===== src/hw/dcpg_pkg.sv =====
// Constants and helpers shared by the dual channel pulse generator block
package dcpg_pkg;

  // ---------------------------------------------------------------------------
  // Clocking
  // ---------------------------------------------------------------------------
  localparam int unsigned CLOCK_MHZ_K     = 50;
  localparam int unsigned REF_MHZ_K       = 8;
  // The 8 MHz reference comes from a phase accumulator on the 50 MHz clock
  localparam logic [5:0]  REF_ACC_INC_K   = 6'(REF_MHZ_K);
  localparam logic [5:0]  REF_ACC_WRAP_K  = 6'(CLOCK_MHZ_K);
  localparam logic [5:0]  REF_ACC_RESET_K = 6'h00;

  // ---------------------------------------------------------------------------
  // Period layout
  // ---------------------------------------------------------------------------
  localparam int unsigned DUTY_W_K        = 8;
  localparam int unsigned STEP_LEN_W_K    = 9;
  localparam logic [7:0]  STEPS_LAST_K    = 8'hFE;
  localparam logic [7:0]  DUTY_FULL_K     = 8'hFF;
  localparam logic [7:0]  DUTY_ZERO_K     = 8'h00;
  localparam logic [7:0]  DUTY_RESET_K    = 8'h00;
  // Reference clocks per step for divider code 00; codes 01..11 halve it each
  localparam logic [8:0]  STEP_BASE_K     = 9'h100;

  // ---------------------------------------------------------------------------
  // Fine trim codes and ratios in percent
  // ---------------------------------------------------------------------------
  localparam logic [1:0]  TRIM_MINUS_K    = 2'h1;
  localparam logic [1:0]  TRIM_PLUS_K     = 2'h2;
  localparam logic [15:0] PCT_NOMINAL_K   = 16'h0064;
  localparam logic [15:0] PCT_MINUS_K     = 16'h0055;
  localparam logic [15:0] PCT_PLUS_K      = 16'h0073;

  // ---------------------------------------------------------------------------
  // Channel source selection
  // ---------------------------------------------------------------------------
  localparam int unsigned CHANNELS_K      = 8;
  localparam int unsigned PAR_INPUTS_K    = 2;
  localparam logic        SEL_GENERAL_K   = 1'b0;
  localparam logic        SEL_LAMP_K      = 1'b1;

  // Step length in reference clocks for a divider code and shared trim code
  function automatic logic [8:0] dcpg_step_len(input logic [1:0] div, input logic [1:0] trim);
    logic [15:0] base;
    logic [15:0] pct;
    logic [15:0] prod;
    base = {7'h00, STEP_BASE_K >> div};
    pct  = (trim == TRIM_MINUS_K) ? PCT_MINUS_K : ((trim == TRIM_PLUS_K) ? PCT_PLUS_K : PCT_NOMINAL_K);
    prod = 16'((base * pct) / PCT_NOMINAL_K);
    return prod[8:0];
  endfunction

endpackage


===== src/hw/dcpg_pulse_gen.sv =====
// One pulse generator with a 255 step period and boundary duty update
`timescale 1ns/1ps
`default_nettype none
module dcpg_pulse_gen
  import dcpg_pkg::*;
(
  input  wire logic                    i_clock,
  input  wire logic                    i_rst,
  input  wire logic                    i_ref_tick,
  input  wire logic [STEP_LEN_W_K-1:0] i_step_len,
  input  wire logic [DUTY_W_K-1:0]     i_duty,
  output logic                         o_pulse,
  output logic                         o_period_start,
  output logic [DUTY_W_K-1:0]          o_active_duty,
  output logic [7:0]                   o_step_index
);

  // ---------------------------------------------------------------------------
  // Step and period counters
  // ---------------------------------------------------------------------------
  logic [STEP_LEN_W_K-1:0] ref_cnt_q;
  logic [STEP_LEN_W_K-1:0] ref_cnt_d;
  logic [7:0]              step_q;
  logic [7:0]              step_d;
  logic [DUTY_W_K-1:0]     active_q;
  logic [DUTY_W_K-1:0]     active_d;
  logic                    pulse_q;
  wire                     step_end;
  wire                     period_end;
  wire                     take_duty;

  // A shortened step length after a divider change ends the step at the next reference tick
  assign step_end   = i_ref_tick && (ref_cnt_q >= i_step_len - 9'h001);
  assign period_end = step_end && (step_q >= STEPS_LAST_K);
  assign ref_cnt_d  = step_end ? '0 : (i_ref_tick ? ref_cnt_q + 9'h001 : ref_cnt_q);
  assign step_d     = period_end ? 8'h00 : (step_end ? step_q + 8'h01 : step_q);
  // Zero duty takes a new value at once, any other only at the boundary
  assign take_duty  = period_end || (active_q == DUTY_ZERO_K);
  assign active_d   = take_duty ? i_duty : active_q;

  always_ff @(posedge i_clock or posedge i_rst)
  begin
    if (i_rst)
    begin
      ref_cnt_q <= '0;
      step_q    <= 8'h00;
      active_q  <= DUTY_RESET_K;
      pulse_q   <= 1'b0;
    end
    else
    begin
      ref_cnt_q <= ref_cnt_d;
      step_q    <= step_d;
      active_q  <= active_d;
      pulse_q   <= (step_d < active_d);
    end
  end

  assign o_pulse        = pulse_q;
  assign o_period_start = period_end;
  assign o_active_duty  = active_q;
  assign o_step_index   = step_q;

endmodule
`default_nettype wire


===== src/hw/dcpg_top.sv =====
// Dual channel pulse generators with channel source routing
`timescale 1ns/1ps
`default_nettype none
module dcpg_top
  import dcpg_pkg::*;
#(
  parameter int unsigned NUM_CHANNELS = CHANNELS_K,
  parameter int unsigned NUM_INPUTS   = PAR_INPUTS_K
)
(
  input  wire logic                    i_clock,
  input  wire logic                    i_rst,
  input  wire logic [1:0]              i_general_generator_divider,
  input  wire logic [1:0]              i_lamp_generator_divider,
  input  wire logic [1:0]              i_shared_fine_frequency_trim,
  input  wire logic [DUTY_W_K-1:0]     i_general_generator_duty,
  input  wire logic [DUTY_W_K-1:0]     i_lamp_generator_duty,
  input  wire logic [NUM_CHANNELS-1:0] i_generator_select,
  input  wire logic [NUM_CHANNELS-1:0] i_generator_map,
  input  wire logic [NUM_CHANNELS-1:0] i_input_map,
  input  wire logic [NUM_CHANNELS-1:0] i_input_select,
  input  wire logic [NUM_CHANNELS-1:0] i_serial_command,
  input  wire logic [NUM_INPUTS-1:0]   i_parallel_input,
  output logic [NUM_CHANNELS-1:0]      o_channel_command,
  output logic                         o_general_pulse,
  output logic                         o_lamp_pulse,
  output logic                         o_general_period_start,
  output logic                         o_lamp_period_start
);

  // ---------------------------------------------------------------------------
  // Common 8 MHz reference
  // ---------------------------------------------------------------------------
  logic [5:0] ref_acc_q;
  wire  [5:0] ref_acc_sum;
  wire        ref_tick;

  // Fractional accumulator: 8 ticks every 50 clocks, jitter of one clock
  assign ref_acc_sum = ref_acc_q + REF_ACC_INC_K;
  assign ref_tick    = (ref_acc_sum >= REF_ACC_WRAP_K);

  always_ff @(posedge i_clock or posedge i_rst)
  begin
    if (i_rst)
      ref_acc_q <= REF_ACC_RESET_K;
    else
      ref_acc_q <= ref_tick ? ref_acc_sum - REF_ACC_WRAP_K : ref_acc_sum;
  end

  // ---------------------------------------------------------------------------
  // Prescalers with shared fine trim
  // ---------------------------------------------------------------------------
  wire [STEP_LEN_W_K-1:0] general_step_len;
  wire [STEP_LEN_W_K-1:0] lamp_step_len;

  // Separate divider per generator, one trim field for both
  assign general_step_len = dcpg_step_len(i_general_generator_divider,
                                          i_shared_fine_frequency_trim);
  assign lamp_step_len    = dcpg_step_len(i_lamp_generator_divider, i_shared_fine_frequency_trim);

  // ---------------------------------------------------------------------------
  // Generators
  // ---------------------------------------------------------------------------
  wire                general_pulse;
  wire                lamp_pulse;
  wire [DUTY_W_K-1:0] general_active;
  wire [DUTY_W_K-1:0] lamp_active;
  wire [7:0]          general_step;
  wire [7:0]          lamp_step;

  dcpg_pulse_gen u_general (
    .i_clock        (i_clock),
    .i_rst          (i_rst),
    .i_ref_tick     (ref_tick),
    .i_step_len     (general_step_len),
    .i_duty         (i_general_generator_duty),
    .o_pulse        (general_pulse),
    .o_period_start (o_general_period_start),
    .o_active_duty  (general_active),
    .o_step_index   (general_step)
  );

  dcpg_pulse_gen u_lamp (
    .i_clock        (i_clock),
    .i_rst          (i_rst),
    .i_ref_tick     (ref_tick),
    .i_step_len     (lamp_step_len),
    .i_duty         (i_lamp_generator_duty),
    .o_pulse        (lamp_pulse),
    .o_period_start (o_lamp_period_start),
    .o_active_duty  (lamp_active),
    .o_step_index   (lamp_step)
  );

  assign o_general_pulse = general_pulse;
  assign o_lamp_pulse    = lamp_pulse;

  // ---------------------------------------------------------------------------
  // Parallel input synchroniser
  // ---------------------------------------------------------------------------
  logic [NUM_INPUTS-1:0] par_meta_q;
  logic [NUM_INPUTS-1:0] par_sync_q;

  always_ff @(posedge i_clock or posedge i_rst)
  begin
    if (i_rst)
    begin
      par_meta_q <= '0;
      par_sync_q <= '0;
    end
    else
    begin
      par_meta_q <= i_parallel_input;
      par_sync_q <= par_meta_q;
    end
  end

  // ---------------------------------------------------------------------------
  // Driving tree: generator over parallel input over serial bit
  // ---------------------------------------------------------------------------
  logic [NUM_CHANNELS-1:0] cmd_q;
  wire  [NUM_CHANNELS-1:0] gen_src;
  wire  [NUM_CHANNELS-1:0] pin_src;
  wire  [NUM_CHANNELS-1:0] cmd_d;

  genvar ch;
  generate
    for (ch = 0; ch < NUM_CHANNELS; ch = ch + 1)
    begin : g_chan
      // Code 0 general, code 1 lamp
      assign gen_src[ch] = (i_generator_select[ch] == SEL_LAMP_K) ? lamp_pulse : general_pulse;
      // Only two pins exist, so the select bit picks one of them
      assign pin_src[ch] = par_sync_q[NUM_INPUTS > 1 ? 32'(i_input_select[ch]) : 0];
      assign cmd_d[ch]   = i_generator_map[ch] ? gen_src[ch] :
                           (i_input_map[ch] ? pin_src[ch] : i_serial_command[ch]);
    end
  endgenerate

  always_ff @(posedge i_clock or posedge i_rst)
  begin
    if (i_rst)
      cmd_q <= '0;
    else
      cmd_q <= cmd_d;
  end

  assign o_channel_command = cmd_q;

  // ---------------------------------------------------------------------------
  // Assertions
  // ---------------------------------------------------------------------------
  AST_GENERAL_FASTEST:
    assert property (@(posedge i_clock) disable iff (i_rst)
      (i_general_generator_divider == 2'h3 && i_shared_fine_frequency_trim == 2'h0)
      |-> general_step_len == 9'h020)
    else $error("General divider code 11 not 32 reference clocks per step");

  AST_LAMP_TABLE:
    assert property (@(posedge i_clock) disable iff (i_rst)
      (i_shared_fine_frequency_trim == 2'h0) |-> lamp_step_len == (STEP_BASE_K >> i_lamp_generator_divider))
    else $error("Lamp step length does not follow divider code");

  AST_SHARED_TRIM:
    assert property (@(posedge i_clock) disable iff (i_rst)
      (i_lamp_generator_divider == 2'h0 && i_shared_fine_frequency_trim == 2'h1) |-> lamp_step_len == 9'h0D9)
    else $error("Lamp generator ignores shared trim");

  AST_TRIM_PLUS:
    assert property (@(posedge i_clock) disable iff (i_rst)
      (i_general_generator_divider == 2'h0 && i_shared_fine_frequency_trim == 2'h2) |-> general_step_len == 9'h126)
    else $error("Plus trim does not lengthen step by 15 percent");

  AST_REF_RATE:
    assert property (@(posedge i_clock) disable iff (i_rst)
      ref_tick |=> !ref_tick ##1 !ref_tick ##1 !ref_tick ##1 !ref_tick ##1 !ref_tick)
    else $error("Reference ticks too close for 8 MHz");

  AST_FULL_ON:
    assert property (@(posedge i_clock) disable iff (i_rst)
      (general_active == DUTY_FULL_K) [*2] |-> general_pulse)
    else $error("Full duty output not continuously on");

  AST_ZERO_OFF:
    assert property (@(posedge i_clock) disable iff (i_rst)
      ($past(lamp_active) == DUTY_ZERO_K && lamp_active == DUTY_ZERO_K) |-> !lamp_pulse)
    else $error("Zero duty output not off");

  AST_DUTY_STEP:
    assert property (@(posedge i_clock) disable iff (i_rst)
      $stable(general_active) && $stable(general_step) && !$past(i_rst) |->
      general_pulse == (general_step < general_active))
    else $error("Output not on for duty steps of the period");

  AST_DEFER:
    assert property (@(posedge i_clock) disable iff (i_rst)
      $changed(general_active) |-> $past(o_general_period_start) || $past(general_active) == DUTY_ZERO_K)
    else $error("Duty changed inside a running period");

  AST_ZERO_IMMEDIATE:
    assert property (@(posedge i_clock) disable iff (i_rst)
      lamp_active == DUTY_ZERO_K && !$past(i_rst) |=> lamp_active == $past(i_lamp_generator_duty))
    else $error("New duty not taken at once from zero duty");

  AST_PERIOD_LEN:
    assert property (@(posedge i_clock) disable iff (i_rst)
      lamp_step <= STEPS_LAST_K)
    else $error("Step index past 255 steps");

  AST_ROUTE_GENERAL:
    assert property (@(posedge i_clock) disable iff (i_rst)
      (i_generator_map[0] && i_generator_select[0] == SEL_GENERAL_K) |=> o_channel_command[0] == $past(general_pulse))
    else $error("Mapped channel not driven by general generator");

  AST_ROUTE_LAMP:
    assert property (@(posedge i_clock) disable iff (i_rst)
      (i_generator_map[1] && i_generator_select[1] == SEL_LAMP_K) |=> o_channel_command[1] == $past(lamp_pulse))
    else $error("Mapped channel not driven by lamp generator");

  AST_SERIAL_SRC:
    assert property (@(posedge i_clock) disable iff (i_rst)
      (!i_generator_map[2] && !i_input_map[2]) |=> o_channel_command[2] == $past(i_serial_command[2]))
    else $error("Unmapped channel not driven by serial bit");

  AST_LAMP_FULL_ON:
    assert property (@(posedge i_clock) disable iff (i_rst)
      (lamp_active == DUTY_FULL_K) [*2] |-> lamp_pulse)
    else $error("Full duty lamp output not continuously on");

  AST_GENERAL_ZERO_OFF:
    assert property (@(posedge i_clock) disable iff (i_rst)
      ($past(general_active) == DUTY_ZERO_K && general_active == DUTY_ZERO_K) |-> !general_pulse)
    else $error("Zero duty general output not off");

  AST_LAMP_DEFER:
    assert property (@(posedge i_clock) disable iff (i_rst)
      $changed(lamp_active) |-> $past(o_lamp_period_start) || $past(lamp_active) == DUTY_ZERO_K)
    else $error("Lamp duty changed inside a running period");

  AST_GENERAL_ZERO_IMMEDIATE:
    assert property (@(posedge i_clock) disable iff (i_rst)
      general_active == DUTY_ZERO_K && !$past(i_rst) |=> general_active == $past(i_general_generator_duty))
    else $error("New general duty not taken at once from zero duty");

  AST_GENERAL_BOUNDARY:
    assert property (@(posedge i_clock) disable iff (i_rst)
      o_general_period_start |=> general_active == $past(i_general_generator_duty))
    else $error("General duty not loaded at period start");

  AST_LAMP_BOUNDARY:
    assert property (@(posedge i_clock) disable iff (i_rst)
      o_lamp_period_start |=> lamp_active == $past(i_lamp_generator_duty))
    else $error("Lamp duty not loaded at period start");

  AST_START_SINGLE:
    assert property (@(posedge i_clock) disable iff (i_rst)
      o_general_period_start |=> !o_general_period_start)
    else $error("General period start longer than one cycle");

  AST_PERIOD_WRAP:
    assert property (@(posedge i_clock) disable iff (i_rst)
      o_lamp_period_start |-> lamp_step == STEPS_LAST_K ##1 lamp_step == 8'h00)
    else $error("Lamp period does not wrap after 255 steps");

  AST_TRIM_MINUS:
    assert property (@(posedge i_clock) disable iff (i_rst)
      (i_general_generator_divider == 2'h3 && i_shared_fine_frequency_trim == 2'h1) |-> general_step_len == 9'h01B)
    else $error("Minus trim does not shorten step by 15 percent");

  AST_TRIM_NEUTRAL:
    assert property (@(posedge i_clock) disable iff (i_rst)
      (i_shared_fine_frequency_trim == 2'h3) |-> general_step_len == (9'h100 >> i_general_generator_divider))
    else $error("Trim code 11 changes the step length");

  AST_GENERAL_TABLE:
    assert property (@(posedge i_clock) disable iff (i_rst)
      (i_shared_fine_frequency_trim == 2'h0) |-> general_step_len == (9'h100 >> i_general_generator_divider))
    else $error("General step length does not follow divider code");

  AST_REF_GAP:
    assert property (@(posedge i_clock) disable iff (i_rst)
      ref_tick |=> ##[0:6] ref_tick)
    else $error("Reference ticks too far apart for 8 MHz");

  AST_ROUTE_PIN:
    assert property (@(posedge i_clock) disable iff (i_rst)
      (!i_generator_map[3] && i_input_map[3]) |=> o_channel_command[3] == $past(pin_src[3]))
    else $error("Input mapped channel not driven by its pin");

endmodule
`default_nettype wire


===== config.mk =====
export PLATFORM = sky130hd
export DESIGN_NAME = dcpg_top
export DESIGN_NICKNAME = d
export VERILOG_FILES = /design/src/hw/dcpg_pkg.sv /design/src/hw/dcpg_pulse_gen.sv /design/src/hw/dcpg_top.sv
export SDC_FILE = /design/constraint.sdc
export NUM_CORES = 1
export LEC_CHECK = 0
export BUFFER_PORTS_ARGS = -buffer_cell sky130_fd_sc_hd__buf_4
export CAP_MARGIN = 20
export CORE_MARGIN = 3
export CORE_UTILIZATION = 45
export DETAILED_ROUTE_END_ITERATION = 8
export PLACE_DENSITY = 0.64
export SLEW_MARGIN = 20
export SYNTH_ARGS = -nofsm -noshare
export SYNTH_HDL_FRONTEND = slang
export SYNTH_SLANG_ARGS = --single-unit
export TNS_END_PERCENT = 100

===== constraint.sdc =====
create_clock -name i_clock -period 26.6 [get_ports i_clock]
set_input_delay 1.33 -clock i_clock [delete_from_list [all_inputs] [get_ports i_clock]]
set_output_delay 1.33 -clock i_clock [all_outputs]
set_load 0.02 [all_outputs]

==> impl_results.md, run 1 <==
* Crit Path Max Fanout at 22
* Num CTS Buffers at 9
* Grt ovf at 0
* Syn Area/Cell at 7.84 um2
* Asr flop ratio synth at 1.00
* Top-count cell post-synth: nor2_1
* H-Tree Depth at 3
* Hold buffer count at CTS at 0
* Max cap viols at 0
* Yosys reg bits at 69
* Final critical-path required period at 16.68 ns
* Maximum clock insertion buffer count at 2
* Vias at 11000
* Cell count after synthesis at 1427
* DRT Pass-1 Iters at 7
* Net count after synthesis at 1616
* Pwr Total at 1.78 mW
* FF+latch area at 1730 um2
* Synthesis-to-layout area growth at 10.0%
* Share of layout cells above drive strength 1 at 0.132
* Slew margin rel. at 0.381
* Tcrit/Tclk final at 0.627
* CTS root buffer: clkbuf_16
* First-pass GRT wire length at 49600 um
* CTS tree: done
* Drc violations at 0
* Element type at the critical path end: flop
* Startpoint Class: input port
* Leading post-synthesis cells by cell area: dfrtp_1, ha_1, nor2_1, xnor2_1, nand2_1
* Status: completed
* Post-route ant nets at 0
* Setup bufs post-CTS at 0
* Synth top cells by count: nor2_1, ha_1, nand2_1
* Detailed placement HPWL at 23700 um
* Die Y-Extent at 164 um
* Initial Util at 0.459
* RSZ-0062 raised after global routing: no
* FILL cells at 2423
* Largest area contributor in the netlist: dfrtp_1
* Post-Route WL at 29600 um
* Post-synth EDFFs at 0
* CTS Sinks at 69
* Post-synth top flop: dfrtp_1
* Highest Clock Rate at 60.0 MHz
* Initial DRC count at 893
* Final hold vios at 0
* Slowest cell on crit path: nor3_2
* Die area at 26800 um2
* Crit path top cell by count: ha_1
* Post-synth cell types at 110
* CTS clk-pin slew, worst paths at 0.06 ns
* Gpl congestion at 0.947
* Sequential fraction of the synthesis area at 0.154
* Count of input and output buffers at 77
* Max VDD drop at 0.100 mV
* Critical path class: in -> reg
* Pin count of the biggest net entering global routing at 70
* Final slew viol count at 0
* Via density at 6.09
* # IOs at 78
* Total track usage at 0.218
* Final clock skew at 0.00747 ns
* DR WL/cell at 16.4 um
* Rows at 57
* Synth Warn # at 0
* Antenna diodes at 0
* Worst EP required at 26.86 ns
* Vias in the first global route at 10100
* Post-Route Setup TNS at 0 ns
* Mapped Area at 11200 um2
* Cell Pwr Density at 145 nW/um2
* Die Span X at 164 um
* Multi-input gate area at 8980 um2
* Core Area at 24400 um2
* Nets@finish at 1661
* Worst path arrival time at 16.93 ns
* CP peak stage delay at 0.69 ns
* Clock latency on the worst-skew pair at 0.33 ns
* Yosys top cell area share at 0.154
* HP Class: reg -> reg
* Final Setup Violations at 0
* P_leak at 5.41 nW
* Post_cts resized at 0
* Initial antenna violation count at 0
* Least-Margin Pin Slew at 0.928 ns
cells in the final DEF, fill, tap and decap left out, types with 20 or more instances in the layout:
cell type and n:
nor2_1 153, nand2_1 115, ha_1 115, buf_4 82, o21ai_0 80, a21oi_1 74
dfrtp_1 69, inv_1 67, xnor2_1 57, nand3_1 57, mux2i_1 41, nor3_1 37
nand4_1 26, xor2_1 26, a31oi_1 25, nand2b_1 22, o211ai_1 20
metrics by stage:
step | hold slack, ns | cell area, um2 | worst slack, ns | std cells | utilization
CTS | 0.349 | 12300 | 9.89 | 1801 | 0.505
floorplan | 0.331 | 11200 | 11.73 | 1427 | -
finish | 0.348 | 12300 | 9.92 | 1801 | 0.505
detailed placement | 0.336 | 12000 | 9.58 | 1785 | 0.491
global placement | 0.336 | 12000 | 9.67 | 1785 | 0.491
global route | 0.360 | 12300 | 8.55 | 1801 | 0.505
report_power, final:
| part | internal [mW] | total (mW) | switching, mW |
|---|---|---|---|
| clock | 0.0872 | 0.130 | 0.0424 |
| sequential | 0.122 | 0.138 | 0.0166 |
| combinational | 0.594 | 1.51 | 0.920 |
| total | 0.803 | 1.78 | 0.979 |
sequential cells by signal, indices dropped and copies added, names as in the netlist:
signal                   count
u_lamp.o_active_duty         8
u_general.ref_cnt_q          9
u_lamp.o_pulse               1
u_lamp.o_step_index          8
par_meta_q                   2
u_general.o_active_duty      8
ref_acc_q                    5
u_general.o_pulse            1
u_general.o_step_index       8
par_sync_q                   2
u_lamp.ref_cnt_q             9
o_channel_command            8
area by class of cell:
cell class	instances	area share
Timing Repair Buffer	82	0.0500
Multi-Input combinational cell	1242	0.730
Clock buffer	13	0.0211
Sequential cell	69	0.140
Tap cell	324	0.0329
Clock inverter	3	0.00549
Inverter	68	0.0207
path summary, 6_finish.rpt:
check                                                     start                       to  slack [ns]  depth (start not counted)
worst max-delay path            i_shared_fine_frequency_trim[0]           u_lamp.o_pulse        9.92                         65
worst min-delay path                              par_meta_q[1]            par_sync_q[1]        0.35                          0
min in group asynchronous                                 i_rst             ref_acc_q[3]        1.28                          3
worst max register to register              u_lamp.ref_cnt_q[0]           u_lamp.o_pulse       21.99                         27
max in group asynchronous                                 i_rst  u_lamp.o_active_duty[2]       24.79                          3
worst min register to register                    par_meta_q[1]            par_sync_q[1]        0.35                          0
cell families after synthesis:
logic type      Yosys count  synth area share
fa+ha+maj               127             0.146
compound gates          418             0.272
simple gates            552             0.256
xor+xnor                 88            0.0729
flops                    69             0.154
buf+inv                 116            0.0429
mux                      57            0.0551
worst max-delay path: cells and delay by family:
family,cells,cell delay [ns]
muxes,1,0.42
AOI/OAI and AO/OA,26,5.63
xor gates and xnor gates,2,0.38
buffers and inverters,6,0.87
and+or+nand+nor,20,5.10
adders and majority gates,10,3.11
per-layer routing:
layer	vias up	track usage	wire, um
li1	5460	-	-
met1	5151	0.315	14400
met4	0	0.0504	459
met2	323	0.353	13200
met5	-	0	0
met3	37	0.0194	1600
No activity file was read; power rests on OpenSTA's default activity.
==> run 2: changes to the inputs <==
Settings changed: ABC_AREA set to 1, PLACE_DENSITY 0.64 to 0.67.
Clock period 26.6 ns to 14.6 ns, I/O delays scaled along.
==> impl_results.md, run 2 <==
* Status: completed
* Gpl congestion at 0.900
* Leading registers by flop count: u_general.ref_cnt_q (9), u_lamp.ref_cnt_q (9)
* Fin Hold WS at 0.346 ns
* Worst reg2reg path endpoint: u_general.o_pulse
* Initial antenna violation count at 0
* Total track usage at 0.190
* RSZ-0062 raised after global routing: no
* Final critical-path required period at 13.21 ns
* Slowest cell on crit path: fa_1
* Worst path arrival time at 13.43 ns
* Final Setup Violations at 0
* Maximum clock insertion buffer count at 2
* Yosys top cell area share at 0.172
* Pin count of the biggest net entering global routing at 70
* Final hold vios at 0
* Yosys reg bits at 69
* CP peak stage delay at 0.48 ns
* Sequential fraction of the synthesis area at 0.172
* Highest Clock Rate at 75.7 MHz
* Net count after synthesis at 1734
* Leading post-synthesis cells by cell area: dfrtp_1, nand2_1, ha_1, inv_1, nand3_1
* Mapped Area at 10000 um2
* Post-route ant nets at 0
* Rows at 54
* Die Y-Extent at 155 um
* Post_cts resized at 0
* Clock latency on the worst-skew pair at 0.33 ns
* Asr flop ratio synth at 1.00
* Synth top cells by count: nand2_1, inv_1, nor2_1
* Cell count of the worst hold path at 0
* Die area at 24100 um2
* DRT Pass-1 Iters at 5
* Post-synth cell types at 52
* Worst EP required at 14.82 ns
* Top-count cell post-synth: nand2_1
* Count of input and output buffers at 77
* Initial Util at 0.459
* Core Area at 21900 um2
* Post-Route WL at 23100 um
* Drc violations at 0
* Crit Path Max Fanout at 16
* Nets@finish at 1808
* Initial DRC count at 552
* Slew margin rel. at 0.429
* Detailed placement HPWL at 19000 um
* Cell count after synthesis at 1545
* Post-synth top flop: dfrtp_1
* HP Class: reg -> reg
* Hold EP: par_sync_q[0]
* Share of layout cells above drive strength 1 at 0.146
* Die Span X at 155 um
* CTS Sinks at 69
* R2r setup slk at 10.70 ns
* Synthesis-to-layout area growth at 11.2%
* Final slew viol count at 0
* Antenna diodes at 0
* CTS root buffer: clkbuf_16
* Element type at the critical path end: flop
* Tcrit/Tclk final at 0.905
* Min-delay src: par_meta_q[0]
* Max cap viols at 0
* Post-Route Setup TNS at 0 ns
* Final clock skew at 0.00447 ns
* Crit path top cell by count: nand2_1
* H-Tree Depth at 3
* Vias in the first global route at 9087
* Hold buffer count at CTS at 0
* Synth Warn # at 0
* Startpoint Class: input port
* Most frequent cells in the layout: nand2_1, inv_1, nor2_1
* Least-Margin Pin Slew at 0.857 ns
* Critical path class: in -> reg
* # IOs at 78
* Grt ovf at 0
* First-pass GRT wire length at 40100 um
* Largest area contributor in the netlist: dfrtp_1
* Most common cell after layout, fill and taps aside: nand2_1
* CTS tree: done
* Num CTS Buffers at 9
* Syn Area/Cell at 6.50 um2
* CTS clk-pin slew, worst paths at 0.05 ns
* Via density at 5.10
* Vias at 9709
* Setup bufs post-CTS at 0
* FF-to-FF path depth at 15
* DR WL/cell at 12.1 um
* FF-to-FF Start: ref_acc_q[3]
* Post-synth EDFFs at 0
==> run 2: cell count changes in the layout (fill, tap and decap cells not counted), moves of 21 or more <==
cell | previous run | this run
a21oi_1 | 74 | 47
inv_1 | 67 | 217
inv_2 | 1 | 22
mux2i_1 | 41 | 0
nand2_1 | 115 | 410
nand2_2 | 0 | 45
nand2b_1 | 22 | 0
nand3_1 | 57 | 123
nand4_1 | 26 | 58
nor3_1 | 37 | 9
xnor2_1 | 57 | 12
==> run 2: cell type report <==
type / instances / area, um2
clock buffer: 13 / 250
multi-input combinational: 1219 / 7320
fill: 2230 / 10700
timing repair buffer: 78 / 586
sequential: 69 / 1730
clock inverter: 3 / 21.3
tap: 280 / 350
inverter: 242 / 910
==> run 2: per-stage QoR <==
step | cell area [um2] | cells | util | setup WS [ns]
after floorplan | 10000 | 1545 | - | 2.74
after global placement | 10900 | 1888 | 0.496 | 0.524
after detailed placement | 10900 | 1888 | 0.496 | 0.518
after CTS | 11100 | 1904 | 0.509 | 0.797
after global routing | 11200 | 1904 | 0.510 | 0.0399
final | 11200 | 1904 | 0.510 | 1.39
==> run 2: worst max-delay path, delay by kind of cell <==
kind,cells,cell delay (ns)
and+or+nand+nor,51,6.56
xor gates and xnor gates,2,0.38
AOI/OAI and AO/OA,10,1.81
adders and majority gates,10,3.04
buffers and inverters,10,0.87
==> run 2: cells by family after synthesis <==
kind of cell	share of synthesized area
DFF	0.172
AOI/OAI and AO/OA	0.101
xor gates and xnor gates	0.0470
buffers and inverters	0.102
and+or+nand+nor	0.419
adders and majority gates	0.159
==> run 2: worst max path at each step <==
| stage | start | end | depth (start not counted) |
|---|---|---|---|
| floorplan | i_shared_fine_frequency_trim[0] | u_general.o_pulse | 82 |
| global placement | i_shared_fine_frequency_trim[0] | u_lamp.o_pulse | 76 |
| detailed placement | i_shared_fine_frequency_trim[0] | u_lamp.o_pulse | 80 |
| CTS | i_shared_fine_frequency_trim[0] | u_lamp.o_pulse | 80 |
| global route | i_lamp_generator_divider[0] | u_lamp.o_pulse | 85 |
| finish | i_lamp_generator_divider[1] | u_lamp.o_pulse | 83 |
==> run 2: metal layers <==
layer	track usage	up-vias	wire length, um
met5	0	-	0
met4	0.0438	0	347
met3	0.0189	26	481
met2	0.314	126	10700
met1	0.269	4374	11600
li1	-	5183	-
Power of run 2 is left out: the tool's default activity adds up to more than one toggle a clock period on the data nets, which glitch-free logic cannot reach.
